File: src/design/mmp_pkg.sv
package mmp_pkg;
  // Requestor identity and request carrier
  localparam int ID_W = 4;
  localparam int NUM_CORES = 3;
  localparam int ADDR_W = 20;
  localparam logic [3:0] ID_LOCAL = 4'hF;

  // Memory spaces, pages and granularity
  localparam int L1_PAGES = 16;
  localparam int L1_PAGE_SHIFT = 11;
  localparam int SEC_PAGES = 64;
  localparam int SEC_PAGE_SHIFT = 15;
  localparam int TOT_PAGES = 2 * L1_PAGES + SEC_PAGES;
  localparam int PG_IDX_W = 7;
  localparam int DMA_REGIONS = 8;

  // Page permission word layout
  localparam int PB_UR = 0;
  localparam int PB_UW = 1;
  localparam int PB_UX = 2;
  localparam int PB_SR = 3;
  localparam int PB_SW = 4;
  localparam int PB_SX = 5;
  localparam int PB_LOCAL = 6;
  localparam int PB_AID0 = 8;
  localparam int PERM_W = 16;
  localparam logic [15:0] PERM_RESET = 16'hFF7F;

  // Region permission word layout
  localparam int RB_USER = 0;
  localparam int RB_SUP = 1;
  localparam int RB_AID0 = 8;
  localparam logic [15:0] RPERM_RESET = 16'hFF03;

  // Register map, byte addresses
  localparam logic [11:0] OFF_PAGE_BASE = 12'h000;
  localparam logic [11:0] OFF_REGION_BASE = 12'h200;
  localparam logic [11:0] OFF_FAULT_STAT = 12'h300;
  localparam logic [11:0] OFF_FAULT_ADDR = 12'h304;
  localparam logic [11:0] OFF_FAULT_CLR = 12'h308;
  localparam logic [11:0] OFF_CTRL = 12'h30C;
  localparam logic [31:0] BAD_ADDR_DATA = 32'hDEAD_BEEF;

  typedef enum logic [1:0] {
    MMP_SP_PROG,
    MMP_SP_DATA,
    MMP_SP_SECOND,
    MMP_SP_DMACFG
  } mmp_space_t;

  typedef enum logic [1:0] {
    MMP_AC_READ,
    MMP_AC_WRITE,
    MMP_AC_EXEC
  } mmp_acc_t;

  typedef enum logic [1:0] {
    MMP_SRC_CORE,
    MMP_SRC_LOCAL_DMA,
    MMP_SRC_CENTRAL_DMA,
    MMP_SRC_PERIPH
  } mmp_src_t;

  typedef struct packed {
    logic valid;
    mmp_src_t src;
    logic [ID_W-1:0] own_id;
    logic [ID_W-1:0] prog_id;
    logic local_acc;
    logic sup;
    mmp_space_t space;
    mmp_acc_t acc;
    logic [ADDR_W-1:0] addr;
  } mmp_req_t;

  typedef struct packed {
    logic valid;
    logic allow;
    logic [ADDR_W-1:0] addr;
  } mmp_resp_t;
endpackage

File: src/design/mmp_top.sv
`timescale 1ns/10ps
module mmp_top (
  // Clock and reset
  input wire logic i_clk,
  input wire logic i_arst_n,
  // Wishbone slave
  input wire logic i_wb_cyc,
  input wire logic i_wb_stb,
  input wire logic i_wb_we,
  input wire logic [11:0] i_wb_adr,
  input wire logic [3:0] i_wb_sel,
  input wire logic [31:0] i_wb_dat,
  input wire logic i_wb_sup,
  output logic [31:0] o_wb_dat,
  output logic o_wb_ack,
  // Access check
  input wire mmp_pkg::mmp_req_t i_req,
  output mmp_pkg::mmp_resp_t o_resp,
  // Exception to processor
  output logic o_exception
);
  // Request stage
  mmp_pkg::mmp_req_t req_reg;
  logic [3:0] eff_id;
  logic [6:0] pg_idx;
  logic [15:0] perm_word;
  logic [15:0] sw_word;
  logic [15:0] region_reg [mmp_pkg::DMA_REGIONS];

  // DMA engines have no own identifier; use programmer's
  assign eff_id = (i_req.src == mmp_pkg::MMP_SRC_LOCAL_DMA ||
                   i_req.src == mmp_pkg::MMP_SRC_CENTRAL_DMA) ?
                  i_req.prog_id : i_req.own_id;

  // Page index per space
  logic [6:0] prog_idx;
  logic [6:0] data_idx;
  logic [6:0] sec_idx;
  assign prog_idx = {3'h0, i_req.addr[14:11]};
  assign data_idx = 7'(mmp_pkg::L1_PAGES) + {3'h0, i_req.addr[14:11]};
  assign sec_idx = 7'(2 * mmp_pkg::L1_PAGES) + {2'h0, i_req.addr[19:15]};
  assign pg_idx = (i_req.space == mmp_pkg::MMP_SP_PROG) ? prog_idx :
                  (i_req.space == mmp_pkg::MMP_SP_DATA) ? data_idx : sec_idx;

  // Software side of permission store
  logic wb_req;
  logic pg_hit;
  logic rg_hit;
  logic [2:0] rg_idx;
  logic sw_we;
  logic pend_reg;
  logic [15:0] page_wdata;
  assign wb_req = i_wb_cyc && i_wb_stb && !o_wb_ack;
  assign pg_hit = i_wb_adr < mmp_pkg::OFF_REGION_BASE;
  assign rg_hit = i_wb_adr >= mmp_pkg::OFF_REGION_BASE &&
                  i_wb_adr < mmp_pkg::OFF_REGION_BASE + 12'h020;
  assign rg_idx = i_wb_adr[4:2];
  // Only supervisor may change protection config
  assign sw_we = pend_reg && wb_req && i_wb_we && i_wb_sup && pg_hit &&
                 (i_wb_sel[1:0] != 2'b00);
  // Unselected lanes keep the word read in the wait cycle
  assign page_wdata = {i_wb_sel[1] ? i_wb_dat[15:8] : sw_word[15:8],
                       i_wb_sel[0] ? i_wb_dat[7:0] : sw_word[7:0]};

  mmp_perm_ram u_ram (
    .i_clk(i_clk),
    .i_arst_n(i_arst_n),
    .i_chk_idx(pg_idx),
    .o_chk_data(perm_word),
    .i_we(sw_we),
    .i_sw_idx(i_wb_adr[8:2]),
    .i_wdata(page_wdata),
    .o_sw_data(sw_word)
  );

  always_ff @(posedge i_clk or negedge i_arst_n) begin
    if (!i_arst_n) begin
      req_reg <= '0;
    end else begin
      req_reg <= i_req;
      req_reg.own_id <= eff_id;
    end
  end

  // Decision on stage-1 data
  logic [15:0] rg_word;
  logic acc_ok;
  logic id_ok;
  logic lvl_ok;
  logic allow;
  logic is_cfg;
  assign is_cfg = req_reg.space == mmp_pkg::MMP_SP_DMACFG;
  assign rg_word = region_reg[req_reg.addr[14:12]];
  // Read/write/execute enables by privilege
  assign acc_ok = req_reg.sup ?
    perm_word[mmp_pkg::PB_SR + 32'(req_reg.acc)] :
    perm_word[mmp_pkg::PB_UR + 32'(req_reg.acc)];
  // Local bypasses id check, own enable
  assign id_ok = req_reg.local_acc ? perm_word[mmp_pkg::PB_LOCAL] :
    (req_reg.own_id < 4'h8 &&
     perm_word[mmp_pkg::PB_AID0 + 32'(req_reg.own_id[2:0])]);
  // Region check: id and privilege
  assign lvl_ok = req_reg.sup ? rg_word[mmp_pkg::RB_SUP] :
                  rg_word[mmp_pkg::RB_USER];
  assign allow = is_cfg ?
    (lvl_ok && req_reg.own_id < 4'h8 &&
     rg_word[mmp_pkg::RB_AID0 + 32'(req_reg.own_id[2:0])] &&
     req_reg.acc != mmp_pkg::MMP_AC_EXEC) :
    (acc_ok && id_ok);

  // Fault capture
  logic fault_reg;
  logic [31:0] fault_info_reg;
  logic [19:0] fault_addr_reg;
  logic viol;
  logic clr;
  assign viol = req_reg.valid && !allow;
  assign clr = wb_req && i_wb_we && i_wb_sup &&
               i_wb_adr == mmp_pkg::OFF_FAULT_CLR && i_wb_dat[0];

  always_ff @(posedge i_clk or negedge i_arst_n) begin
    if (!i_arst_n) begin
      o_resp <= '0;
      o_exception <= 1'b0;
      fault_reg <= 1'b0;
      fault_info_reg <= 32'h0000_0000;
      fault_addr_reg <= 20'h00000;
    end else begin
      // Gate to target; denied never passes
      o_resp.valid <= req_reg.valid;
      o_resp.allow <= req_reg.valid && allow;
      o_resp.addr <= req_reg.addr;
      // One-cycle exception per violation
      o_exception <= viol;
      if (viol) begin
        fault_reg <= 1'b1;
      end else if (clr) begin
        fault_reg <= 1'b0;
      end
      if (viol && !fault_reg) begin
        fault_addr_reg <= req_reg.addr;
        fault_info_reg <= {20'h00000, req_reg.own_id, 1'b0,
                           req_reg.local_acc, req_reg.sup,
                           req_reg.acc, req_reg.space, 1'b1};
      end
    end
  end

  // Region registers
  genvar g;
  generate
    for (g = 0; g < mmp_pkg::DMA_REGIONS; g++) begin : g_rg
      always_ff @(posedge i_clk or negedge i_arst_n) begin
        if (!i_arst_n) begin
          region_reg[g] <= mmp_pkg::RPERM_RESET;
        end else if (wb_req && i_wb_we && i_wb_sup && rg_hit &&
                     rg_idx == 3'(g)) begin
          region_reg[g] <= i_wb_dat[15:0];
        end
      end
    end
  endgenerate

  // Wishbone answer: ack one cycle after request; page words, read
  // or written, wait on the registered store so take two
  logic [31:0] rd_mux;
  logic pg_acc;
  assign pg_acc = wb_req && pg_hit;
  assign rd_mux =
    rg_hit ? {16'h0000, region_reg[rg_idx]} :
    (i_wb_adr == mmp_pkg::OFF_FAULT_STAT) ? fault_info_reg &
      {31'h7FFFFFFF, fault_reg} :
    (i_wb_adr == mmp_pkg::OFF_FAULT_ADDR) ? {12'h000, fault_addr_reg} :
    (i_wb_adr == mmp_pkg::OFF_CTRL) ? 32'h0000_0000 :
    (i_wb_adr == mmp_pkg::OFF_FAULT_CLR) ? 32'h0000_0000 :
    mmp_pkg::BAD_ADDR_DATA;

  always_ff @(posedge i_clk or negedge i_arst_n) begin
    if (!i_arst_n) begin
      o_wb_ack <= 1'b0;
      o_wb_dat <= 32'h0000_0000;
      pend_reg <= 1'b0;
    end else begin
      pend_reg <= pg_acc && !pend_reg;
      if (pend_reg) begin
        o_wb_ack <= 1'b1;
        o_wb_dat <= i_wb_we ? 32'h0000_0000 : {16'h0000, sw_word};
      end else if (wb_req && !pg_acc) begin
        o_wb_ack <= 1'b1;
        o_wb_dat <= i_wb_we ? 32'h0000_0000 : rd_mux;
      end else begin
        o_wb_ack <= 1'b0;
      end
    end
  end

  // Assertions
  property p_block;
    @(posedge i_clk) disable iff (!i_arst_n)
      (req_reg.valid && !allow) |=> (o_resp.valid && !o_resp.allow);
  endproperty
  a_block: assert property (p_block)
    else $error("denied access passed");

  property p_exc;
    @(posedge i_clk) disable iff (!i_arst_n)
      o_exception |-> (o_resp.valid && !o_resp.allow);
  endproperty
  a_exc: assert property (p_exc)
    else $error("exception without denial");

  property p_allow_exc;
    @(posedge i_clk) disable iff (!i_arst_n)
      o_resp.allow |-> !o_exception;
  endproperty
  a_allow_exc: assert property (p_allow_exc)
    else $error("exception on allowed access");

  property p_user_wr;
    @(posedge i_clk) disable iff (!i_arst_n)
      (wb_req && i_wb_we && !i_wb_sup && pg_hit) |-> !sw_we;
  endproperty
  a_user_wr: assert property (p_user_wr)
    else $error("user changed protection");

  property p_fault_sticky;
    @(posedge i_clk) disable iff (!i_arst_n)
      (viol || (fault_reg && !clr)) |=> fault_reg;
  endproperty
  a_fault_sticky: assert property (p_fault_sticky)
    else $error("fault flag lost");

  property p_dma_id;
    @(posedge i_clk) disable iff (!i_arst_n)
      (i_req.valid && i_req.src == mmp_pkg::MMP_SRC_CENTRAL_DMA)
      |=> req_reg.own_id == $past(i_req.prog_id);
  endproperty
  a_dma_id: assert property (p_dma_id)
    else $error("dma id not inherited");

  property p_ack_once;
    @(posedge i_clk) disable iff (!i_arst_n)
      o_wb_ack |=> !o_wb_ack;
  endproperty
  a_ack_once: assert property (p_ack_once)
    else $error("ack longer than one cycle");

  property p_ack_soon;
    @(posedge i_clk) disable iff (!i_arst_n)
      (i_wb_cyc && i_wb_stb && !o_wb_ack) |-> ##[1:2] o_wb_ack;
  endproperty
  a_ack_soon: assert property (p_ack_soon)
    else $error("no ack");

  property p_lcl_dma_id;
    @(posedge i_clk) disable iff (!i_arst_n)
      (i_req.valid && i_req.src == mmp_pkg::MMP_SRC_LOCAL_DMA)
      |=> req_reg.own_id == $past(i_req.prog_id);
  endproperty
  a_lcl_dma_id: assert property (p_lcl_dma_id)
    else $error("local dma id not inherited");

  property p_cfg_noexec;
    @(posedge i_clk) disable iff (!i_arst_n)
      (req_reg.valid && is_cfg && req_reg.acc == mmp_pkg::MMP_AC_EXEC)
      |=> (o_resp.valid && !o_resp.allow && o_exception);
  endproperty
  a_cfg_noexec: assert property (p_cfg_noexec)
    else $error("fetch from dma config allowed");

  property p_fault_clr;
    @(posedge i_clk) disable iff (!i_arst_n)
      (clr && !viol) |=> !fault_reg;
  endproperty
  a_fault_clr: assert property (p_fault_clr)
    else $error("fault flag not cleared");

  property p_resp_lat;
    @(posedge i_clk) disable iff (!i_arst_n)
      i_req.valid |-> ##2 (o_resp.valid &&
                           o_resp.addr == $past(i_req.addr, 2));
  endproperty
  a_resp_lat: assert property (p_resp_lat)
    else $error("response latency wrong");

  c_deny: cover property (@(posedge i_clk) o_exception);
  c_clr: cover property (@(posedge i_clk) clr && fault_reg);
  c_pg_wr: cover property (@(posedge i_clk) sw_we);
  c_allow: cover property (@(posedge i_clk) o_resp.allow);
  c_cfg: cover property (@(posedge i_clk) req_reg.valid && is_cfg && allow);
endmodule // mmp_top

File: src/design/mmp_perm_ram.sv
`timescale 1ns/10ps
module mmp_perm_ram (
  // Clock and reset
  input wire logic i_clk,
  input wire logic i_arst_n,
  // Check port
  input wire logic [6:0] i_chk_idx,
  output logic [15:0] o_chk_data,
  // Software port
  input wire logic i_we,
  input wire logic [6:0] i_sw_idx,
  input wire logic [15:0] i_wdata,
  output logic [15:0] o_sw_data
);
  logic [15:0] mem_reg [mmp_pkg::TOT_PAGES];

  genvar g;
  generate
    for (g = 0; g < mmp_pkg::TOT_PAGES; g++) begin : g_pg
      always_ff @(posedge i_clk or negedge i_arst_n) begin
        if (!i_arst_n) begin
          mem_reg[g] <= mmp_pkg::PERM_RESET;
        end else if (i_we && i_sw_idx == 7'(g)) begin
          mem_reg[g] <= i_wdata;
        end
      end
    end
  endgenerate

  always_ff @(posedge i_clk or negedge i_arst_n) begin
    if (!i_arst_n) begin
      o_chk_data <= 16'h0000;
      o_sw_data <= 16'h0000;
    end else begin
      o_chk_data <= (i_chk_idx < 7'(mmp_pkg::TOT_PAGES)) ?
                    mem_reg[i_chk_idx] : 16'h0000;
      o_sw_data <= (i_sw_idx < 7'(mmp_pkg::TOT_PAGES)) ?
                   mem_reg[i_sw_idx] : 16'h0000;
    end
  end
endmodule // mmp_perm_ram

File: config.mk
export PLATFORM = sky130hd
export DESIGN_NAME = mmp_top
export DESIGN_NICKNAME = d
export VERILOG_FILES = /design/src/design/mmp_pkg.sv /design/src/design/mmp_top.sv /design/src/design/mmp_perm_ram.sv
export SDC_FILE = /design/constraint.sdc
export NUM_CORES = 2
export LEC_CHECK = 0
export ABC_CLOCK_PERIOD_IN_PS = 5550
export BUFFER_PORTS_ARGS = -buffer_cell sky130_fd_sc_hd__buf_2
export CAP_MARGIN = 40
export CORE_MARGIN = 3
export CORE_UTILIZATION = 55
export DETAILED_ROUTE_END_ITERATION = 7
export GPL_TIMING_DRIVEN = 0
export MAX_ROUTING_LAYER = met4
export PLACE_DENSITY_LB_ADDON = 0.15
export SYNTH_ARGS = -nofsm -noshare
export SYNTH_HDL_FRONTEND = slang
export SYNTH_HIERARCHICAL = 1
export SYNTH_SLANG_ARGS = --single-unit
File: constraint.sdc
create_clock -name i_clk -period 5.55 [get_ports i_clk]
set_clock_uncertainty 0.15 [all_clocks]
set_input_delay 1.3875 -clock i_clk [delete_from_list [all_inputs] [get_ports i_clk]]
set_output_delay 1.3875 -clock i_clk [all_outputs]
set_load 0.02 [all_outputs]
### After elaboration in Yosys (flattened, before gate mapping)

Index checks and enable logic that the tools add are counted.

| word-level totals | value |
|---|---|
| bits of input ports | 91 |
| register bits after elaboration | 1816 |
| output and inout port bits | 56 |
| word-level logic and storage cells | 440 |

| cells by class | value |
|---|---|
| reductions and logical operators | 140 |
| order comparisons | 13 |
| multiplexer cells | 44 |
| add/sub/neg operators | 4 |
| eq/ne operators | 111 |
| bitwise gates (word level) | 5 |

Operator list:

| operator | number |
|---|---|
| two-way mux 32 bit | 8 |
| binary-select mux 16 bit (select 7 bit) | 2 |
| equality test 7 x 6 -> 1 bit, second input constant | 32 |
| equality test 7 bit, second input constant | 32 |
| two-way mux 16 bit | 11 |
| logical AND 1 bit | 128 |
| equality test 7 x 5 -> 1 bit, second input constant | 16 |
| binary-select mux 16 bit (select 3 bit) | 2 |
| equality test 7 x 4 -> 1 bit, second input constant | 8 |
| equality test 12 x 10 -> 1 bit, second input constant | 4 |
| AND 12 x 32 -> 32 bit | 1 |
| equality test 7 x 3 -> 1 bit, second input constant | 4 |
| less-than comparator 12 x 10 -> 1 bit, second input constant | 2 |
| greater-or-equal comparator 8 bit, second input constant | 2 |
| two-way mux 8 bit | 2 |
| inverter 7 -> 8 bit | 2 |
| equality test 7 x 2 -> 1 bit, second input constant | 2 |
| less-than comparator 7 bit, second input constant | 2 |
| two-way mux 7 bit | 2 |
| binary-select mux 1 bit (select 4 bit) | 3 |
| equality test 3 bit, second input constant | 4 |
| greater-or-equal comparator 12 x 10 -> 1 bit, second input constant | 1 |
| two-way mux 1 bit | 12 |
| greater-or-equal comparator 4 bit, second input constant | 2 |
| 23 further kinds | 33 |

### Longest topological paths before layout

| logic depth | value |
|---|---|
| depth in word-level cells | 12 |
| gate-level depth with buffers | 12 |
| mapped depth without buffers | 9 |

### Cells and area by module

Netlist, hierarchy kept.

By module, submodules not included:

| module | cells each | instances | sequential area each (µm²) | area an instance (µm²) |
|---|---|---|---|---|
| mmp_perm_ram | 5542 | 1 | 41039.4 | 85293.1 |
| mmp_top | 789 | 1 | 6030.8 | 11096.9 |

### Worst setup path after synthesis

OpenSTA, ideal clock, no wires.

| timing path | value |
|---|---|
| kind | input to register |
| start point | input i_wb_adr[9] |
| end point | register u_ram/mem_reg[1079] (netlist bit) |
| data arrival time | 3.632 ns |
| buffers on the path | 3 |
| setup slack | 1.643 ns |
| stages on the path | 9 |
| required time | 5.275 ns |
| cell sequence | or3_1 nor3_1 buf_4 and3_1 buf_4 nor3b_4 nand2_4 buf_6 mux2_4 |

| between the ends | value |
|---|---|
| cells in the longest elaborated chain, start to end | 4 |

Ends and longest elaborated chain:

| element | line | source |
|---|---|---|
| start, declared | mmp_top.sv:10 | `input wire logic [11:0] i_wb_adr,` |
| less-than comparator 12 x 10 -> 1 bit | mmp_top.sv:54 | `assign pg_hit = i_wb_adr < mmp_pkg::OFF_REGION_BASE;` |
| logical AND 1 bit (2 in a row) | mmp_top.sv:59 | `assign sw_we = pend_reg && wb_req && i_wb_we && i_wb_sup && pg_hit &&` |
| named net sw_we | mmp_top.sv:50 | `logic sw_we;` |
| logical AND 1 bit | mmp_perm_ram.sv:23 | `end else if (i_we && i_sw_idx == 7'(g)) begin` |
| end signal, assigned by index | mmp_perm_ram.sv:22 | `mem_reg[g] <= mmp_pkg::PERM_RESET;` |
| end signal, assigned by index | mmp_perm_ram.sv:24 | `mem_reg[g] <= i_wdata;` |
| end, declared | mmp_perm_ram.sv:15 | `logic [15:0] mem_reg [mmp_pkg::TOT_PAGES];` |

The timed path passes the listed nets, and every way through them passes these cells.
A chain may end at the register's enable or synchronous reset.

### Worst setup path in the final report

| timing path | value |
|---|---|
| start point | input i_wb_adr[3] |
| end point | register u_ram.o_sw_data[0] |

| between the ends | value |
|---|---|
| cells in the longest elaborated chain, start to end | 5 |
| elaborated cells between the ends (all ways) | 6 |

Ends and longest elaborated chain:

| element | line | source |
|---|---|---|
| inverter 7 -> 8 bit (not written as such) | mmp_perm_ram.sv:38 | `mem_reg[i_sw_idx] : 16'h0000;` |
| binary-select mux 16 bit (select 7 bit) | mmp_perm_ram.sv:38 |  |
| two-way mux 16 bit (not written as such) (2 in a row) | mmp_perm_ram.sv:38 |  |
| two-way mux 16 bit * | mmp_perm_ram.sv:37 | `o_sw_data <= (i_sw_idx < 7'(mmp_pkg::TOT_PAGES)) ?` |
| end signal, assigned | mmp_perm_ram.sv:37 |  |
| end, declared | mmp_perm_ram.sv:13 | `output logic [15:0] o_sw_data` |

Every way passes the cells marked *; elsewhere a longest branch is shown, timed or not. The select of a mux whose other input is x is not followed.

==> results.cfg <==
[layout]
n_fill_cell = 12690
layout-area-overhead-vs-synth_pct = 14.71
final_net_count = 7001
fin_cells = 9508
final_layout_size_suffix_gt1_share_pct = 72.86
post_route_design_area_um2 = 110600
largest_register_ffs = 1536
post_layout_utilization_of_the_core_pct = 63.54

[timing]
number_of_max_slew_violations_in_the_final_report = 0
hold_viol = 0
holdWs_ps = 226.1
max_freq_mhz = 169.0
post_route_fraction_of_the_period_consumed_by_the_critical_path_pct = 106.6
timing.final.setup_violations = 31
totalNegativeSetupSlack_ps = -2741
setup_slack_ps = -366.4
grt_setup_unrepaired = no
final_period_minus_worst_setup_slack_ps = 5916
max_slew.worst_pin.slew_ps = 1345
slew_headroom_pct = 10.35

[worst_setup_path]
timing.critical_path.from_type = input pin
worstPathMaxFanout = 11
cp_data_arrival_time_ps = 6400
required_ps = 6040
cp-end-kind = register
worstPathCellList = buf_2 > buf_2 > buf_4 > buf_2 > buf_4 > mux4_2 > mux2i_1 > o22ai_1 > a211oi_1 > nand2_1
critPathSlowestCell = mux2i_1
worst-setup-path-type = in -> reg
path_common_cell = buf_2
crit_path_max_incr_delay_ps = 810

[floorplanning]
die_w_um = 424.6
placement_rows = 153
dieArea_um2 = 180300
boundaryPins = 147
design.core.area_um2 = 174000
die_height_um = 424.6
start_util_pct = 55.39

[global_route]
grt_first_pass_wirelength_mm = 664.5
groute.usage.overall_pct = 58.29
overflow = 0
antenna_found_initial = 96
grt_max_degree = 173
first_global_vias = 69720

[run]
max_cap_viol_count = 0

[yosys]
synthCells = 6331
synth_edf_count = 0
postSynth.topFlopCell = dfstp_2
ys_ff_latch = 1805
yosysTopAreaCellShare_pct = 41.43
ys_types = 72
post_synth.cell_area_avg_um2 = 15.23
synth_warnings = 6
synth_area_leaders = dfstp_2 (41%), mux2_2 (20%), mux4_2 (17%)
mappedNetlistArea_um2 = 96390
async_reset_ff_share_pct = 100.0
netlist.top_cell.by_area = dfstp_2
sequential_to_total_area_share_from_yosys_stat_pct = 48.83

[clocking]
clk_tree_root_cell = clkbuf_16
clock-sinks = 1805
path_clk_slew_ps = 60
htreeDepth = 4
number_of_buffers_created_by_cts = 198
later_pin_clock_latency_in_the_skew_report_ps = 860
postCtsSetupBuffers = 0
tritoncts = done
clock_path_buffers = 3

[placement]
dp_slack_ps = -1254
dpl.hpwl_mm = 383.1
port_buffers = 120
place_inst = 9019
place_congestion = 1.141
placed_area_um2 = 103400

[route]
drt_iter0_drc = 13070
post-route-drc-count = 0
detailed_routing_iteration_count_for_the_pre_antenna_repair_pass = 8
dr_total_vias = 73490
avg_vias_per_cell = 7.729
avgRoutedWirePerCell_um = 53.87
antenna_violating_nets_post_route = 0
wirelength_mm = 512.2

[power]
leakagePower_nw = 45.45
power_density_nw_per_um2 = 278.7
totalPowerFinal_mw = 30.81
vdd_ir_drop_max_uv = 251.3

[min_path]
hp-class = reg -> reg

[outcome]
failed_checks = setup timing
outcome = finished, violations left
[cell usage in the layout (no fill, tap or decap), types with 12 or more instances in the layout]
cell       instances
a32oi_1           14
dfrtp_1          285
buf_1             27
diode_2          108
o22ai_1           61
mux2i_1          331
clkbuf_1         307
mux2_4            60
nand3_1           78
nand2_2           12
a221oi_1          49
nand2_4           12
nor2_2            44
clkbuf_2          29
buf_2            343
nor2_4            18
o21ai_0           76
nor2_1           145
nand2b_1          12
mux2_2          1721
nand2_1          166
clkinv_2          40
buf_12            30
buf_8             89
a21oi_1           37
mux4_2           719
nor2b_1           13
buf_16            28
buf_6             84
clkbuf_8          48
a22oi_1          173
clkbuf_16        202
nand4_1           16
o2111ai_1         16
dfstp_2         1520
buf_4             95
[power breakdown]
part           internal (mW)  switching, mW  total (mW)
Sequential              13.3         0.0560        13.3
Combinational          0.922           3.06        3.98
Clock                   7.67           5.82        13.5
[layout make-up]
cell class	count	area (um2)	share of cell area (%)
multi-input cells	3914	46410	41.97
well taps	2325	2909	2.631
inverters	8	30.03	0.02716
plain buffers	611	3038	2.747
clock buffers	305	5922	5.356
clock inverters	62	651.9	0.5896
repair buffers	370	4268	3.860
diodes	108	270.3	0.2444
flip-flops and latches	1805	47070	42.57
[routing by layer]
layer / vias to the layer above / GRT usage, % / routed length (um)
met1: 38490 / 64.90 / 169400
li1: 25660 / - / -
met3: 2379 / 32.50 / 83500
met2: 6955 / 74.12 / 199300
met4: 0 / 50.55 / 60030
met5: - / - / 0
[cells in the mapped netlist, drive strengths merged, types with 3 or more instances]
master,count
a22oi,173
o211ai,9
nor2b,13
nand2,190
nand2b,12
o21ai,80
dfrtp,285
a32oi,14
o2111ai,16
a22o,5
and2,7
buf,330
nor3,16
a211oi,10
a21oi,37
clkbuf,281
nand3,85
or2,4
mux4,719
nor3b,7
a31oi,7
or3,3
nor4,9
o22ai,61
nand3b,4
nand4,18
mux2i,331
nor2,208
or3b,3
dfstp,1520
and3,5
a221oi,52
mux2,1782
inv,8
a32o,6
[cell families (layout without fill, tap and decap cells)]
logic type               after synthesis  count (layout)  share of synthesized area (%)
other                                  1             116                       0.003890
flip-flops                          1805            1805                          48.83
AND/OR/NAND/NOR                      590             590                          3.231
buffers and inverters                619            1356                          3.111
adder cells (fa/ha/maj)                2               2                        0.02596
XOR/XNOR                               1               1                       0.009088
multiplexers                        2832            2832                          41.29
AO/OA/AOI/OAI                        481             481                          3.497
[worst paths after layout]
path | start | endpoint | slack [ps] | cells past startpoint
max | i_wb_adr[3] | u_ram/o_sw_data[0]$_DFF_PN0_ | -370 | 10
min | req_reg[15]$_DFF_PN0_ | o_resp[15]$_DFF_PN0_ | 230 | 0
max reg2reg | pend_reg$_DFF_PN0_ | u_ram/mem_reg[7]$_DFFE_PN0P_ | 430 | 11
min reg2reg | req_reg[15]$_DFF_PN0_ | o_resp[15]$_DFF_PN0_ | 230 | 0
max in group asynchronous | i_arst_n | u_ram/mem_reg[1111]$_DFFE_PN0P_ | 1670 | 5
min in group asynchronous | i_arst_n | region_reg[118]$_DFFE_PN0P_ | 340 | 1
[critical path, delay by kind of cell]
family                 cells  cell delay, ps
buffers and inverters      5            2290
muxes                      2            1210
and+or+nand+nor            1             350
AOI/OAI and AO/OA          2            1100
[repair_timing]
| action | 4_1_cts | 5_1_grt |
|---|---|---|
| endpoints found under the setup margin | 4 | 3 |
| hold buffers | 0 | 0 |
| cloned | 0 | 0 |
| gates resized for setup | 8 | 5 |
Note: power is estimated with default switching activity, not from simulation.
